==> config.mk <==
export PLATFORM = sky130hd
export DESIGN_NAME = rpss_top
export DESIGN_NICKNAME = d
export VERILOG_FILES = /design/src/logic/rpss_pkg.sv /design/src/logic/rpss_slew_port.sv /design/src/logic/rpss_top.sv
export SDC_FILE = /design/constraint.sdc
export NUM_CORES = 1
export LEC_CHECK = 0
export BUFFER_PORTS_ARGS = -buffer_cell sky130_fd_sc_hd__buf_2
export CORE_ASPECT_RATIO = 0.7
export CORE_MARGIN = 2
export CORE_UTILIZATION = 58
export CTS_CLUSTER_SIZE = 25
export DETAILED_ROUTE_END_ITERATION = 16
export PLACE_DENSITY = 0.93
export SLEW_MARGIN = 40
export SYNTH_ARGS = -nofsm -noshare
export SYNTH_HDL_FRONTEND = slang
export SYNTH_SLANG_ARGS = --single-unit
==> constraint.sdc <==
create_clock -name sys_clk -period 4.4 [get_ports sys_clk]
set_input_delay 0.22 -clock sys_clk [delete_from_list [all_inputs] [get_ports sys_clk]]
set_output_delay 0.22 -clock sys_clk [all_outputs]
set_load 0.005 [all_outputs]
==> src/logic/rpss_pkg.sv <==
// Package with constants for the remappable pin select and slew block
package rpss_pkg;
   localparam int NUM_PORTS      = 2;
   localparam int PORT_WIDTH     = 16;
   localparam int NUM_BIDIR      = 8;
   localparam int NUM_INONLY     = 8;
   localparam int NUM_IN_FUNCS   = 8;
   localparam int NUM_OUT_FUNCS  = 8;
   localparam int SEL_WIDTH      = 8;
   localparam int OUT_SEL_WIDTH  = 6;
   localparam logic [7:0] SEL_RESET      = 8'h00;
   localparam logic [7:0] SEL_PIN_BASE   = 8'h01;
   localparam logic [5:0] OUT_SEL_NONE   = 6'h00;
   localparam logic [1:0] SLEW_FASTEST   = 2'h0;
   localparam logic [1:0] SLEW_X4        = 2'h1;
   localparam logic [1:0] SLEW_X8        = 2'h2;
   localparam logic [1:0] SLEW_X16       = 2'h3;
   localparam logic [15:0] SLEW_RESET    = 16'h0000;
   localparam logic [15:0] UNLOCK_KEY_A  = 16'h0055;
   localparam logic [15:0] UNLOCK_KEY_B  = 16'h00AA;
   localparam int UNLOCK_WINDOW_CYC = 4;
   typedef enum logic [1:0] {RPSS_LOCKED, RPSS_KEY1, RPSS_OPEN} rpss_lock_state_t;
endpackage : rpss_pkg

==> src/logic/rpss_slew_port.sv <==
// Slew selection assembly for one I/O port
`timescale 1ns/10ps
`default_nettype none
module rpss_slew_port #(
   parameter int             WIDTH    = rpss_pkg::PORT_WIDTH,
   parameter logic [15:0]    SLEW_MSK = 16'hFFFF
) (
   input  wire logic                 sys_clk,
   input  wire logic                 rst,
   input  wire logic                 slew_wr,
   input  wire logic [WIDTH-1:0]     slew_high_in,
   input  wire logic [WIDTH-1:0]     slew_low_in,
   output logic      [2*WIDTH-1:0]   slew_sel
);
   logic [WIDTH-1:0] slew_high_bit_reg;
   logic [WIDTH-1:0] slew_high_bit_next;
   logic [WIDTH-1:0] slew_low_bit_reg;
   logic [WIDTH-1:0] slew_low_bit_next;

   if (WIDTH < 1 || WIDTH > 16) begin : g_bad_width
      $error("rpss_slew_port: WIDTH out of range");
   end

   always_comb begin
      slew_high_bit_next = slew_high_bit_reg;
      slew_low_bit_next  = slew_low_bit_reg;
      if (slew_wr) begin
         slew_high_bit_next = slew_high_in & SLEW_MSK[WIDTH-1:0];
         slew_low_bit_next  = slew_low_in & SLEW_MSK[WIDTH-1:0];
      end
   end

   always_ff @(posedge sys_clk) begin
      if (rst) begin
         slew_high_bit_reg <= rpss_pkg::SLEW_RESET[WIDTH-1:0];
         slew_low_bit_reg  <= rpss_pkg::SLEW_RESET[WIDTH-1:0];
      end else begin
         slew_high_bit_reg <= slew_high_bit_next;
         slew_low_bit_reg  <= slew_low_bit_next;
      end
   end

   // High register gives msb, low register lsb; codes fastest, x4, x8, x16
   for (genvar i = 0; i < WIDTH; i++) begin : g_pin
      assign slew_sel[2*i+1] = slew_high_bit_reg[i];
      assign slew_sel[2*i]   = slew_low_bit_reg[i];
   end
endmodule : rpss_slew_port
`default_nettype wire

==> src/logic/rpss_top.sv <==
// Remappable pin select fabric with priority resolution and slew selection
`timescale 1ns/10ps
`default_nettype none
module rpss_top #(
   parameter int NB   = rpss_pkg::NUM_BIDIR,
   parameter int NI   = rpss_pkg::NUM_INONLY,
   parameter int NIF  = rpss_pkg::NUM_IN_FUNCS,
   parameter int NOF  = rpss_pkg::NUM_OUT_FUNCS,
   parameter int PW   = rpss_pkg::PORT_WIDTH,
   parameter logic [15:0] SLEW_MSK_A = 16'hFFFF,
   parameter logic [15:0] SLEW_MSK_B = 16'h00FF
) (
   input  wire logic                                  sys_clk,
   input  wire logic                                  rst,
   input  wire logic [15:0]                           unlock_key,
   input  wire logic                                  unlock_key_wr,
   input  wire logic                                  relock,
   output logic                                       map_unlocked,
   input  wire logic                                  in_map_wr,
   input  wire logic [$clog2(NIF)-1:0]                in_map_idx,
   input  wire logic [rpss_pkg::SEL_WIDTH-1:0]        in_map_data,
   input  wire logic                                  out_map_wr,
   input  wire logic [$clog2(NB)-1:0]                 out_map_idx,
   input  wire logic [rpss_pkg::OUT_SEL_WIDTH-1:0]    out_map_data,
   input  wire logic [NB-1:0]                         bidir_remap_pin_i,
   input  wire logic [NI-1:0]                         input_only_remap_pin_i,
   output logic      [NIF-1:0]                        periph_in,
   input  wire logic [NOF-1:0]                        periph_out,
   input  wire logic [NOF-1:0]                        periph_out_en,
   input  wire logic [NB-1:0]                         port_out,
   input  wire logic [NB-1:0]                         port_oe,
   input  wire logic [NB-1:0]                         fixed_out,
   input  wire logic [NB-1:0]                         fixed_oe,
   input  wire logic [NB-1:0]                         fixed_active,
   input  wire logic [NB-1:0]                         analog_en,
   output logic      [NB-1:0]                         bidir_remap_pin_o,
   output logic      [NB-1:0]                         bidir_remap_pin_oe,
   output logic      [NB-1:0]                         remap_owns_pin,
   input  wire logic                                  slew_wr_a,
   input  wire logic [PW-1:0]                         slew_high_a,
   input  wire logic [PW-1:0]                         slew_low_a,
   input  wire logic                                  slew_wr_b,
   input  wire logic [PW-1:0]                         slew_high_b,
   input  wire logic [PW-1:0]                         slew_low_b,
   output logic      [2*PW-1:0]                       slew_sel_a,
   output logic      [2*PW-1:0]                       slew_sel_b
);
   localparam int NP = NB + NI;
   localparam int SW = rpss_pkg::SEL_WIDTH;
   localparam int OW = rpss_pkg::OUT_SEL_WIDTH;

   if (NP > 255 || NOF > 63 || NB < 2 || NIF < 2 || PW > 16) begin : g_bad_params
      $error("rpss_top: parameters out of range");
   end

   // Pin synchronisers
   logic [NP-1:0] pin_meta_reg;
   logic [NP-1:0] pin_sync_reg;
   always_ff @(posedge sys_clk) begin
      if (rst) begin
         pin_meta_reg <= '0;
         pin_sync_reg <= '0;
      end else begin
         pin_meta_reg <= {input_only_remap_pin_i, bidir_remap_pin_i};
         pin_sync_reg <= pin_meta_reg;
      end
   end

   // Lock sequencer
   rpss_pkg::rpss_lock_state_t lock_reg;
   rpss_pkg::rpss_lock_state_t lock_next;
   logic [2:0] win_reg;
   logic [2:0] win_next;
   always_comb begin
      lock_next = lock_reg;
      win_next  = win_reg;
      unique case (lock_reg)
         rpss_pkg::RPSS_LOCKED: begin
            if (unlock_key_wr && unlock_key == rpss_pkg::UNLOCK_KEY_A) begin
               lock_next = rpss_pkg::RPSS_KEY1;
               win_next  = 3'(rpss_pkg::UNLOCK_WINDOW_CYC);
            end
         end
         rpss_pkg::RPSS_KEY1: begin
            win_next = win_reg - 3'h1;
            if (unlock_key_wr && unlock_key == rpss_pkg::UNLOCK_KEY_B)
               lock_next = rpss_pkg::RPSS_OPEN;
            else if (unlock_key_wr || win_reg == 3'h1)
               lock_next = rpss_pkg::RPSS_LOCKED;
         end
         rpss_pkg::RPSS_OPEN: begin
            if (relock)
               lock_next = rpss_pkg::RPSS_LOCKED;
         end
         default: lock_next = rpss_pkg::RPSS_LOCKED;
      endcase
   end

   logic map_ok;
   assign map_ok = lock_reg == rpss_pkg::RPSS_OPEN;

   // Input map per function, output map per bidirectional pin
   logic [SW-1:0] in_sel_reg  [NIF];
   logic [SW-1:0] in_sel_next [NIF];
   logic [OW-1:0] out_sel_reg  [NB];
   logic [OW-1:0] out_sel_next [NB];
   always_comb begin
      for (int f = 0; f < NIF; f++) begin
         in_sel_next[f] = in_sel_reg[f];
         if (map_ok && in_map_wr && in_map_idx == f[$clog2(NIF)-1:0])
            in_sel_next[f] = in_map_data;
      end
      for (int p = 0; p < NB; p++) begin
         out_sel_next[p] = out_sel_reg[p];
         if (map_ok && out_map_wr && out_map_idx == p[$clog2(NB)-1:0])
            out_sel_next[p] = out_map_data;
      end
   end

   // Pin routing; selection 0 ties inputs low and leaves outputs to the port or fixed driver
   logic [NIF-1:0] periph_in_next;
   logic [NB-1:0]  pin_o_next;
   logic [NB-1:0]  pin_oe_next;
   logic [NB-1:0]  own_next;
   always_comb begin
      int unsigned k;
      k = 0;
      for (int f = 0; f < NIF; f++) begin
         k = 32'(in_sel_reg[f]) - 32'(rpss_pkg::SEL_PIN_BASE);
         periph_in_next[f] = 1'b0;
         if (in_sel_reg[f] >= rpss_pkg::SEL_PIN_BASE && k < NP && !(k < NB && analog_en[k]))
            periph_in_next[f] = pin_sync_reg[k];
      end
      for (int p = 0; p < NB; p++) begin
         k = 32'(out_sel_reg[p]) - 32'(rpss_pkg::SEL_PIN_BASE);
         own_next[p]    = 1'b0;
         pin_o_next[p]  = port_out[p];
         pin_oe_next[p] = port_oe[p];
         if (fixed_active[p]) begin
            pin_o_next[p]  = fixed_out[p];
            pin_oe_next[p] = fixed_oe[p];
         end
         if (out_sel_reg[p] != rpss_pkg::OUT_SEL_NONE && k < NOF && periph_out_en[k]) begin
            own_next[p]    = 1'b1;
            pin_o_next[p]  = periph_out[k];
            pin_oe_next[p] = 1'b1;
         end
         if (analog_en[p]) begin
            own_next[p]    = 1'b0;
            pin_o_next[p]  = 1'b0;
            pin_oe_next[p] = 1'b0;
         end
      end
   end

   always_ff @(posedge sys_clk) begin
      if (rst) begin
         lock_reg           <= rpss_pkg::RPSS_LOCKED;
         win_reg            <= '0;
         map_unlocked       <= 1'b0;
         periph_in          <= '0;
         bidir_remap_pin_o  <= '0;
         bidir_remap_pin_oe <= '0;
         remap_owns_pin     <= '0;
         for (int f = 0; f < NIF; f++) in_sel_reg[f] <= rpss_pkg::SEL_RESET;
         for (int p = 0; p < NB; p++) out_sel_reg[p] <= rpss_pkg::OUT_SEL_NONE;
      end else begin
         lock_reg           <= lock_next;
         win_reg            <= win_next;
         map_unlocked       <= lock_next == rpss_pkg::RPSS_OPEN;
         periph_in          <= periph_in_next;
         bidir_remap_pin_o  <= pin_o_next;
         bidir_remap_pin_oe <= pin_oe_next;
         remap_owns_pin     <= own_next;
         in_sel_reg         <= in_sel_next;
         out_sel_reg        <= out_sel_next;
      end
   end

   rpss_slew_port #(.WIDTH(PW), .SLEW_MSK(SLEW_MSK_A)) u_slew_a (
      .sys_clk      (sys_clk),
      .rst          (rst),
      .slew_wr      (slew_wr_a),
      .slew_high_in (slew_high_a),
      .slew_low_in  (slew_low_a),
      .slew_sel     (slew_sel_a)
   );
   rpss_slew_port #(.WIDTH(PW), .SLEW_MSK(SLEW_MSK_B)) u_slew_b (
      .sys_clk      (sys_clk),
      .rst          (rst),
      .slew_wr      (slew_wr_b),
      .slew_high_in (slew_high_b),
      .slew_low_in  (slew_low_b),
      .slew_sel     (slew_sel_b)
   );
endmodule : rpss_top
`default_nettype wire

* Yosys cells after proc, flatten, opt, wreduce, memory -nomap -nowiden
Cells that the tools add are included.
Storage, ports and cells: logic and storage cells 368, input port bits 188, register bits 230
Operators by class: bitwise operators 8, equal/unequal tests 21, $add $sub $neg 17, $lt $le $gt $ge 56, reductions and logical operators 98, mux-type cells 111
Operators with widths (number):
- 32-bit by 4-bit < comparator with 1-bit output (second input constant) | 32
- 32-bit by 5-bit < comparator with 1-bit output (second input constant) | 16
- 1-bit binary-select mux with 3-bit select | 24
- 1-bit 2-to-1 mux | 72
- 8-bit by 1-bit subtractor with 9-bit output (second input constant) | 8
- 8-bit by 1-bit >= comparator with 1-bit output (second input constant) | 8
- 1-bit logical AND | 60
- 6-bit by 1-bit subtractor with 7-bit output (second input constant) | 8
- 6-bit nonzero test | 8
- 1-bit binary-select mux with 4-bit select | 8
- 2-bit OR reduction | 16
- 3-bit == test (second input constant) | 8
- 16-bit by 7-bit == test with 1-bit output (second input constant) | 1
- 16-bit by 8-bit == test with 1-bit output (second input constant) | 1
- 3-bit by 2-bit == test with 1-bit output (second input constant) | 4
- 3-bit by 1-bit == test with 1-bit output (second input constant) | 3
- 1-bit logical NOT | 8
- 2-bit 2-to-1 mux | 4
- 1-bit NOT | 8
- 3-bit logical NOT | 2
- 2-bit one-hot mux with 3 select lines | 1
- 3-bit one-hot mux with 2 select lines | 1
- 2-bit == test (second input constant) | 2
- 3-bit 2-to-1 mux | 1
- other kinds (7) | 7

* Logic depth before layout (Yosys ltp)
depth after elaboration 8, mapped depth 7, gate-level depth less buffers 6

* Cells and area by module
A second synthesis with hierarchy kept.
Unflattened totals: cells, all modules 1137, area total of the unflattened synthesis 11766.3 um^2
Modules (own cells, without submodules):
- rpss_top | area each 9898.2 um^2, cells an instance 965, seq. area each 3643.5 um^2, instances 1
- rpss_slew_port at u_slew_a | area each 1163.6 um^2, cells an instance 103, seq. area each 640.6 um^2, instances 1
- rpss_slew_port at u_slew_b | area each 704.4 um^2, cells an instance 69, seq. area each 320.3 um^2, instances 1

* Worst setup path after synthesis
Ideal clock, no wire load.
kind register to register, from reg in_sel_reg[56] (netlist name), to reg periph_in[0], arrival 2.085 ns, clock period less this slack 2.164 ns, setup slack 2.236 ns, stages on the path, launching flop included 8, required time 4.321 ns, path buffers 1, path through dfxtp_1 clkbuf_1 inv_1 ha_1 xor2_1 mux4_2 mux2_2 a211oi_2
On the way: longest elaborated chain between the ends 8
Ends and longest elaborated chain:
- start, declared | line rpss_top.sv:103 | logic [SW-1:0] in_sel_reg [NIF];
- start signal, assigned | line rpss_top.sv:175 | in_sel_reg <= in_sel_next;
- parallel branches: the longest is 8 deep, another holds 32-bit by 4-bit < comparator with 1-bit output
- end signal, assigned | line rpss_top.sv:171 | periph_in <= periph_in_next;
- end, declared | line rpss_top.sv:27 | output logic [NIF-1:0] periph_in,
Parallel ways; which one is timed is not known. The select of a mux whose other input is x is not followed. A chain may end at the register's enable or synchronous reset.

* Worst setup path in the final report
from reg out_sel_reg[0] (netlist name), to reg bidir_remap_pin_o[7]
On the way: longest elaborated chain between the ends 5
Ends and longest elaborated chain:
- start, declared | line rpss_top.sv:105 | logic [OW-1:0] out_sel_reg [NB];
- start signal, assigned | line rpss_top.sv:176 | out_sel_reg <= out_sel_next;
- 6-bit by 1-bit subtractor with 7-bit output | line rpss_top.sv:135 | k = 32'(out_sel_reg[p]) - 32'(rpss_pkg::SEL_PIN_BASE);
- 32-bit by 4-bit < comparator with 1-bit output / 1-bit binary-select mux with 3-bit select (equally long branches) | line rpss_top.sv:143 | if (out_sel_reg[p] != rpss_pkg::OUT_SEL_NONE && k < NOF && periph_out_en[k]) begin
- 1-bit logical AND / 1-bit 2-to-1 mux (equally long branches) | line rpss_top.sv:143
- 1-bit logical AND | line rpss_top.sv:143
- 1-bit 2-to-1 mux (*) | line rpss_top.sv:143
- end signal, assigned | line rpss_top.sv:172 | bidir_remap_pin_o <= pin_o_next;
- end, declared | line rpss_top.sv:36 | output logic [NB-1:0] bidir_remap_pin_o,
Every way passes the cells marked *; elsewhere a longest branch is shown, timed or not. The select of a mux whose other input is x is not followed.

==> flow_results.org <==
** Timing
- Part of the cycle the worst path needs :: 0.525
- Finish-stage setup viols :: 0
- The max-slew violation total from the final report is 0.
- The count of final hold-check violations was 0.
- Clock period minus final worst setup slack :: 2.31 ns
- For the pin with the worst max-slew slack, the measured transition is 0.820 ns.
- Maximum clock frequency :: 433 MHz
- For the final database, setup skew stands at 0.0184 ns.
- Total Neg Setup Slack :: 0 ns
- Setup repair after global routing missed its margin :: no
- In this run the tightest slew margin relative to its limit is 0.453.

** Global route
- Total routing resource utilization after global routing :: 0.321
- The number of antenna violations at the first check in global routing came to 0.
- After global routing the overflow that remains totals 0.
- Largest net degree at the start of global routing :: 133
- The first global-routing pass estimated 54100 microns of wire.
- Via count of the first global-routing pass :: 10300

** Routing
- Number of routed nets with antenna violations :: 0
- After detailed routing, the average wire length per cell comes to 20.5 microns.
- Vias/cell :: 5.96
- For this block, the initial DRC count from the detailed router was 824.
- First-pass iteration count of the detailed router :: 6
- Remaining DRCs :: 0
- Total via count after detailed routing :: 10100
- Total wire length after detailed routing :: 34900 microns

** Worst setup path
- Data on the critical path is required at its endpoint by 4.81 ns.
- Kind of launch point of the worst setup path :: flip-flop
- The slowest stage of the critical path belongs to the cell ha_1.
- Critical Path Max Stage Delay :: 0.50 ns
- Traced cell by cell, the critical path runs through inv_1, ha_1, mux4_2, mux2i_1, a211o_1, mux2_1.
- The critical path in this run is classified as flip-flop to flip-flop.
- STA classifies the critical path endpoint as a flip-flop.
- Data arrival time of the critical path :: 2.72 ns
- Critical path fanouts, max :: 6

** Floorplanning
- Site row count :: 43
- The die is 174 microns wide.
- Initial Util :: 0.593
- Total core area :: 0.0199 sq mm
- The die covers 0.0215 sq mm.
- Height of the die :: 123 microns
- For this design the top-level I/O count stands at 285.

** Placement
- Buffers placed on the I/O ports in this run total 252.
- The congestion estimate from routability-driven global placement came to 0.915.
- Placed wire-length estimate after detailed placement :: 21800 microns

** Synthesis
- In this run the mean area of a mapped cell was 10.3 sq um.
- The cell count after synthesis came out at 1145.
- Area of the mapped netlist :: 0.0118 sq mm
- Post-synth ARST share :: 0
- In this run, synthesis inferred 0 flip-flops with an integrated enable.
- Main synth FF type :: dfxtp_1
- Register bit total from synthesis :: 230
- Of the synthesized area, sequential elements account for 0.391.
- Yosys cell types :: 49
- Total of warnings raised by yosys :: 0

** Clock network
- Clock sink count :: 230
- In this run, post-CTS repair resized a total of 0 instances.
- H-tree levels :: 1
- In this run the clock root is driven by a clkbuf_16.
- Buffers added to address setup during post-CTS repair amount to 0.
- TritonCTS created 23 clock buffers.
- TritonCTS built the clock tree.
- The clock reaches the later pin of the worst-skew pair after 0.53 ns.
- In this run the deepest clock path goes through 3 buffers.
- Clock transition at the registers of the reported paths :: 0.07 ns

** Finish
- 0 antenna diodes ended up in the layout.
- Commonest cells after routing, fill and taps aside :: buf_2 (250), dfxtp_1 (230), mux2i_1 (188), nor2_1 (154), dlygate4sd3_1 (72)
- After the last flow step, the layout net total stands at 1620.
- Flip-flop count of the largest register, all copies and words added :: 64
- Share of post-route cells with drive strength above 1 :: 0.256
- From synthesis to final layout, the design area changed by 23.8%.
- The library cell used most frequently in the layout, excluding fill and tap cells, is buf_2.
- The layout has 1277 filler cells.

** Run status
- Outcome :: finished clean

** Power
- Ratio of total power to cell area :: 331 mW/mm^2
- The completed layout was analyzed and its total power is 4830 uW.
- VDD sags by at most 271 uV.
- Static Leak :: 0.00611 uW

** Min path
- Worst min path class :: input port to flip-flop

** Job
- Across the run, the number of max-cap violations was 0.
cell type report:
| cell class | count | area [sq um] | share of cell area |
|---|---|---|---|
| Sequential cell | 230 | 4600 | 0.316 |
| Clock inverter | 17 | 253 | 0.0173 |
| Timing Repair Buffer | 328 | 2030 | 0.139 |
| Tap cell | 270 | 338 | 0.0232 |
| Inverter | 50 | 188 | 0.0129 |
| Clock buffer | 25 | 603 | 0.0413 |
| Multi-Input combinational cell | 781 | 6570 | 0.450 |
synth_stat cells (2+ instances only):
cell	count	area [sq um]
nand2b_4	8	110
buf_1	10	37.5
a21oi_1	33	165
nor3_2	7	70.1
or3_1	4	25.0
nor3b_4	2	37.5
a211oi_1	9	67.6
mux2i_1	188	1880
nand2b_1	2	12.5
clkbuf_1	44	165
nand3_1	15	75.1
ha_1	18	225
nand2_1	36	135
mux2_1	8	90.1
and3_1	2	12.5
a31oi_1	8	50.1
xor2_1	32	280
mux4_1	16	420
buf_2	21	105
or4_1	8	60.1
nand3b_1	12	90.1
clkbuf_2	6	30.0
buf_4	16	120
nand4b_1	3	26.3
a211o_1	16	140
nor2_1	154	578
nor3_1	34	170
nor4bb_1	4	40.0
o211ai_1	2	15.0
o21ai_0	15	75.1
xnor2_1	8	70.1
nor2b_1	34	213
nor3b_1	23	173
or2_0	8	50.1
dfxtp_1	230	4600
inv_1	50	188
mux4_2	47	1060
logic make-up after synthesis:
kind of cell	Yosys count	share of synthesized area
AND/OR/NAND/NOR	362	0.164
adder cells (fa/ha/maj)	18	0.0191
buffers and inverters	149	0.0565
other	1	0.000318
flip-flops	230	0.391
XOR/XNOR	40	0.0297
AO/OA/AOI/OAI	85	0.0455
multiplexers	260	0.294
timing repair:
item	in CTS	in global routing
hold buffers	72	0
endpoints found under the hold margin	80	0
endpoints found under the setup margin	0	0
critical path: cells and delay by family (launching register included):
kind | cells | cell delay (ns)
buf+inv | 1 | 0.11
fa+ha+maj | 1 | 0.50
mux | 3 | 0.90
flops | 1 | 0.44
compound gates | 1 | 0.25
through the flow:
stage	cells	area (sq um)	hold WS (ns)	utilization	setup WS, ns
floorplan	1160	11800	0.298	-	2.24
global placement	1587	13000	0.420	0.655	2.25
detailed placement	1587	13000	0.423	0.655	2.19
CTS	1701	14600	0.00346	0.735	2.15
global route	1701	14600	0.0232	0.735	1.96
finish	1701	14600	0.0347	0.735	2.09
worst paths after layout:
kind / startpoint / endpoint / slack (ns) / cells after the start
worst min register to register: pin_meta_reg[2] / pin_sync_reg[2] / 0.43 / 1
worst max-delay path: out_sel_reg[0] / bidir_remap_pin_o[7] / 2.09 / 6
worst min-delay path: port_oe[3] / bidir_remap_pin_oe[3] / 0.03 / 3
worst max register to register: out_sel_reg[0] / bidir_remap_pin_o[7] / 2.09 / 6
per-layer routing:
| metal | part of all wire | vias up | global-route usage |
|---|---|---|---|
| met2 | 0.46 | 653 | 0.530 |
| met5 | 0 | - | 0 |
| met4 | 0.051 | 0 | 0.162 |
| met3 | 0.10 | 145 | 0.0763 |
| li1 | - | 4549 | - |
| met1 | 0.39 | 4794 | 0.399 |
power by group:
part / internal, uW / leakage (uW) / switching [uW]
Sequential: 2130 / 0.00187 / 31.6
Combinational: 214 / 0.00382 / 236
Clock: 1310 / 0.000419 / 906
(Power assumes the default switching activity.)
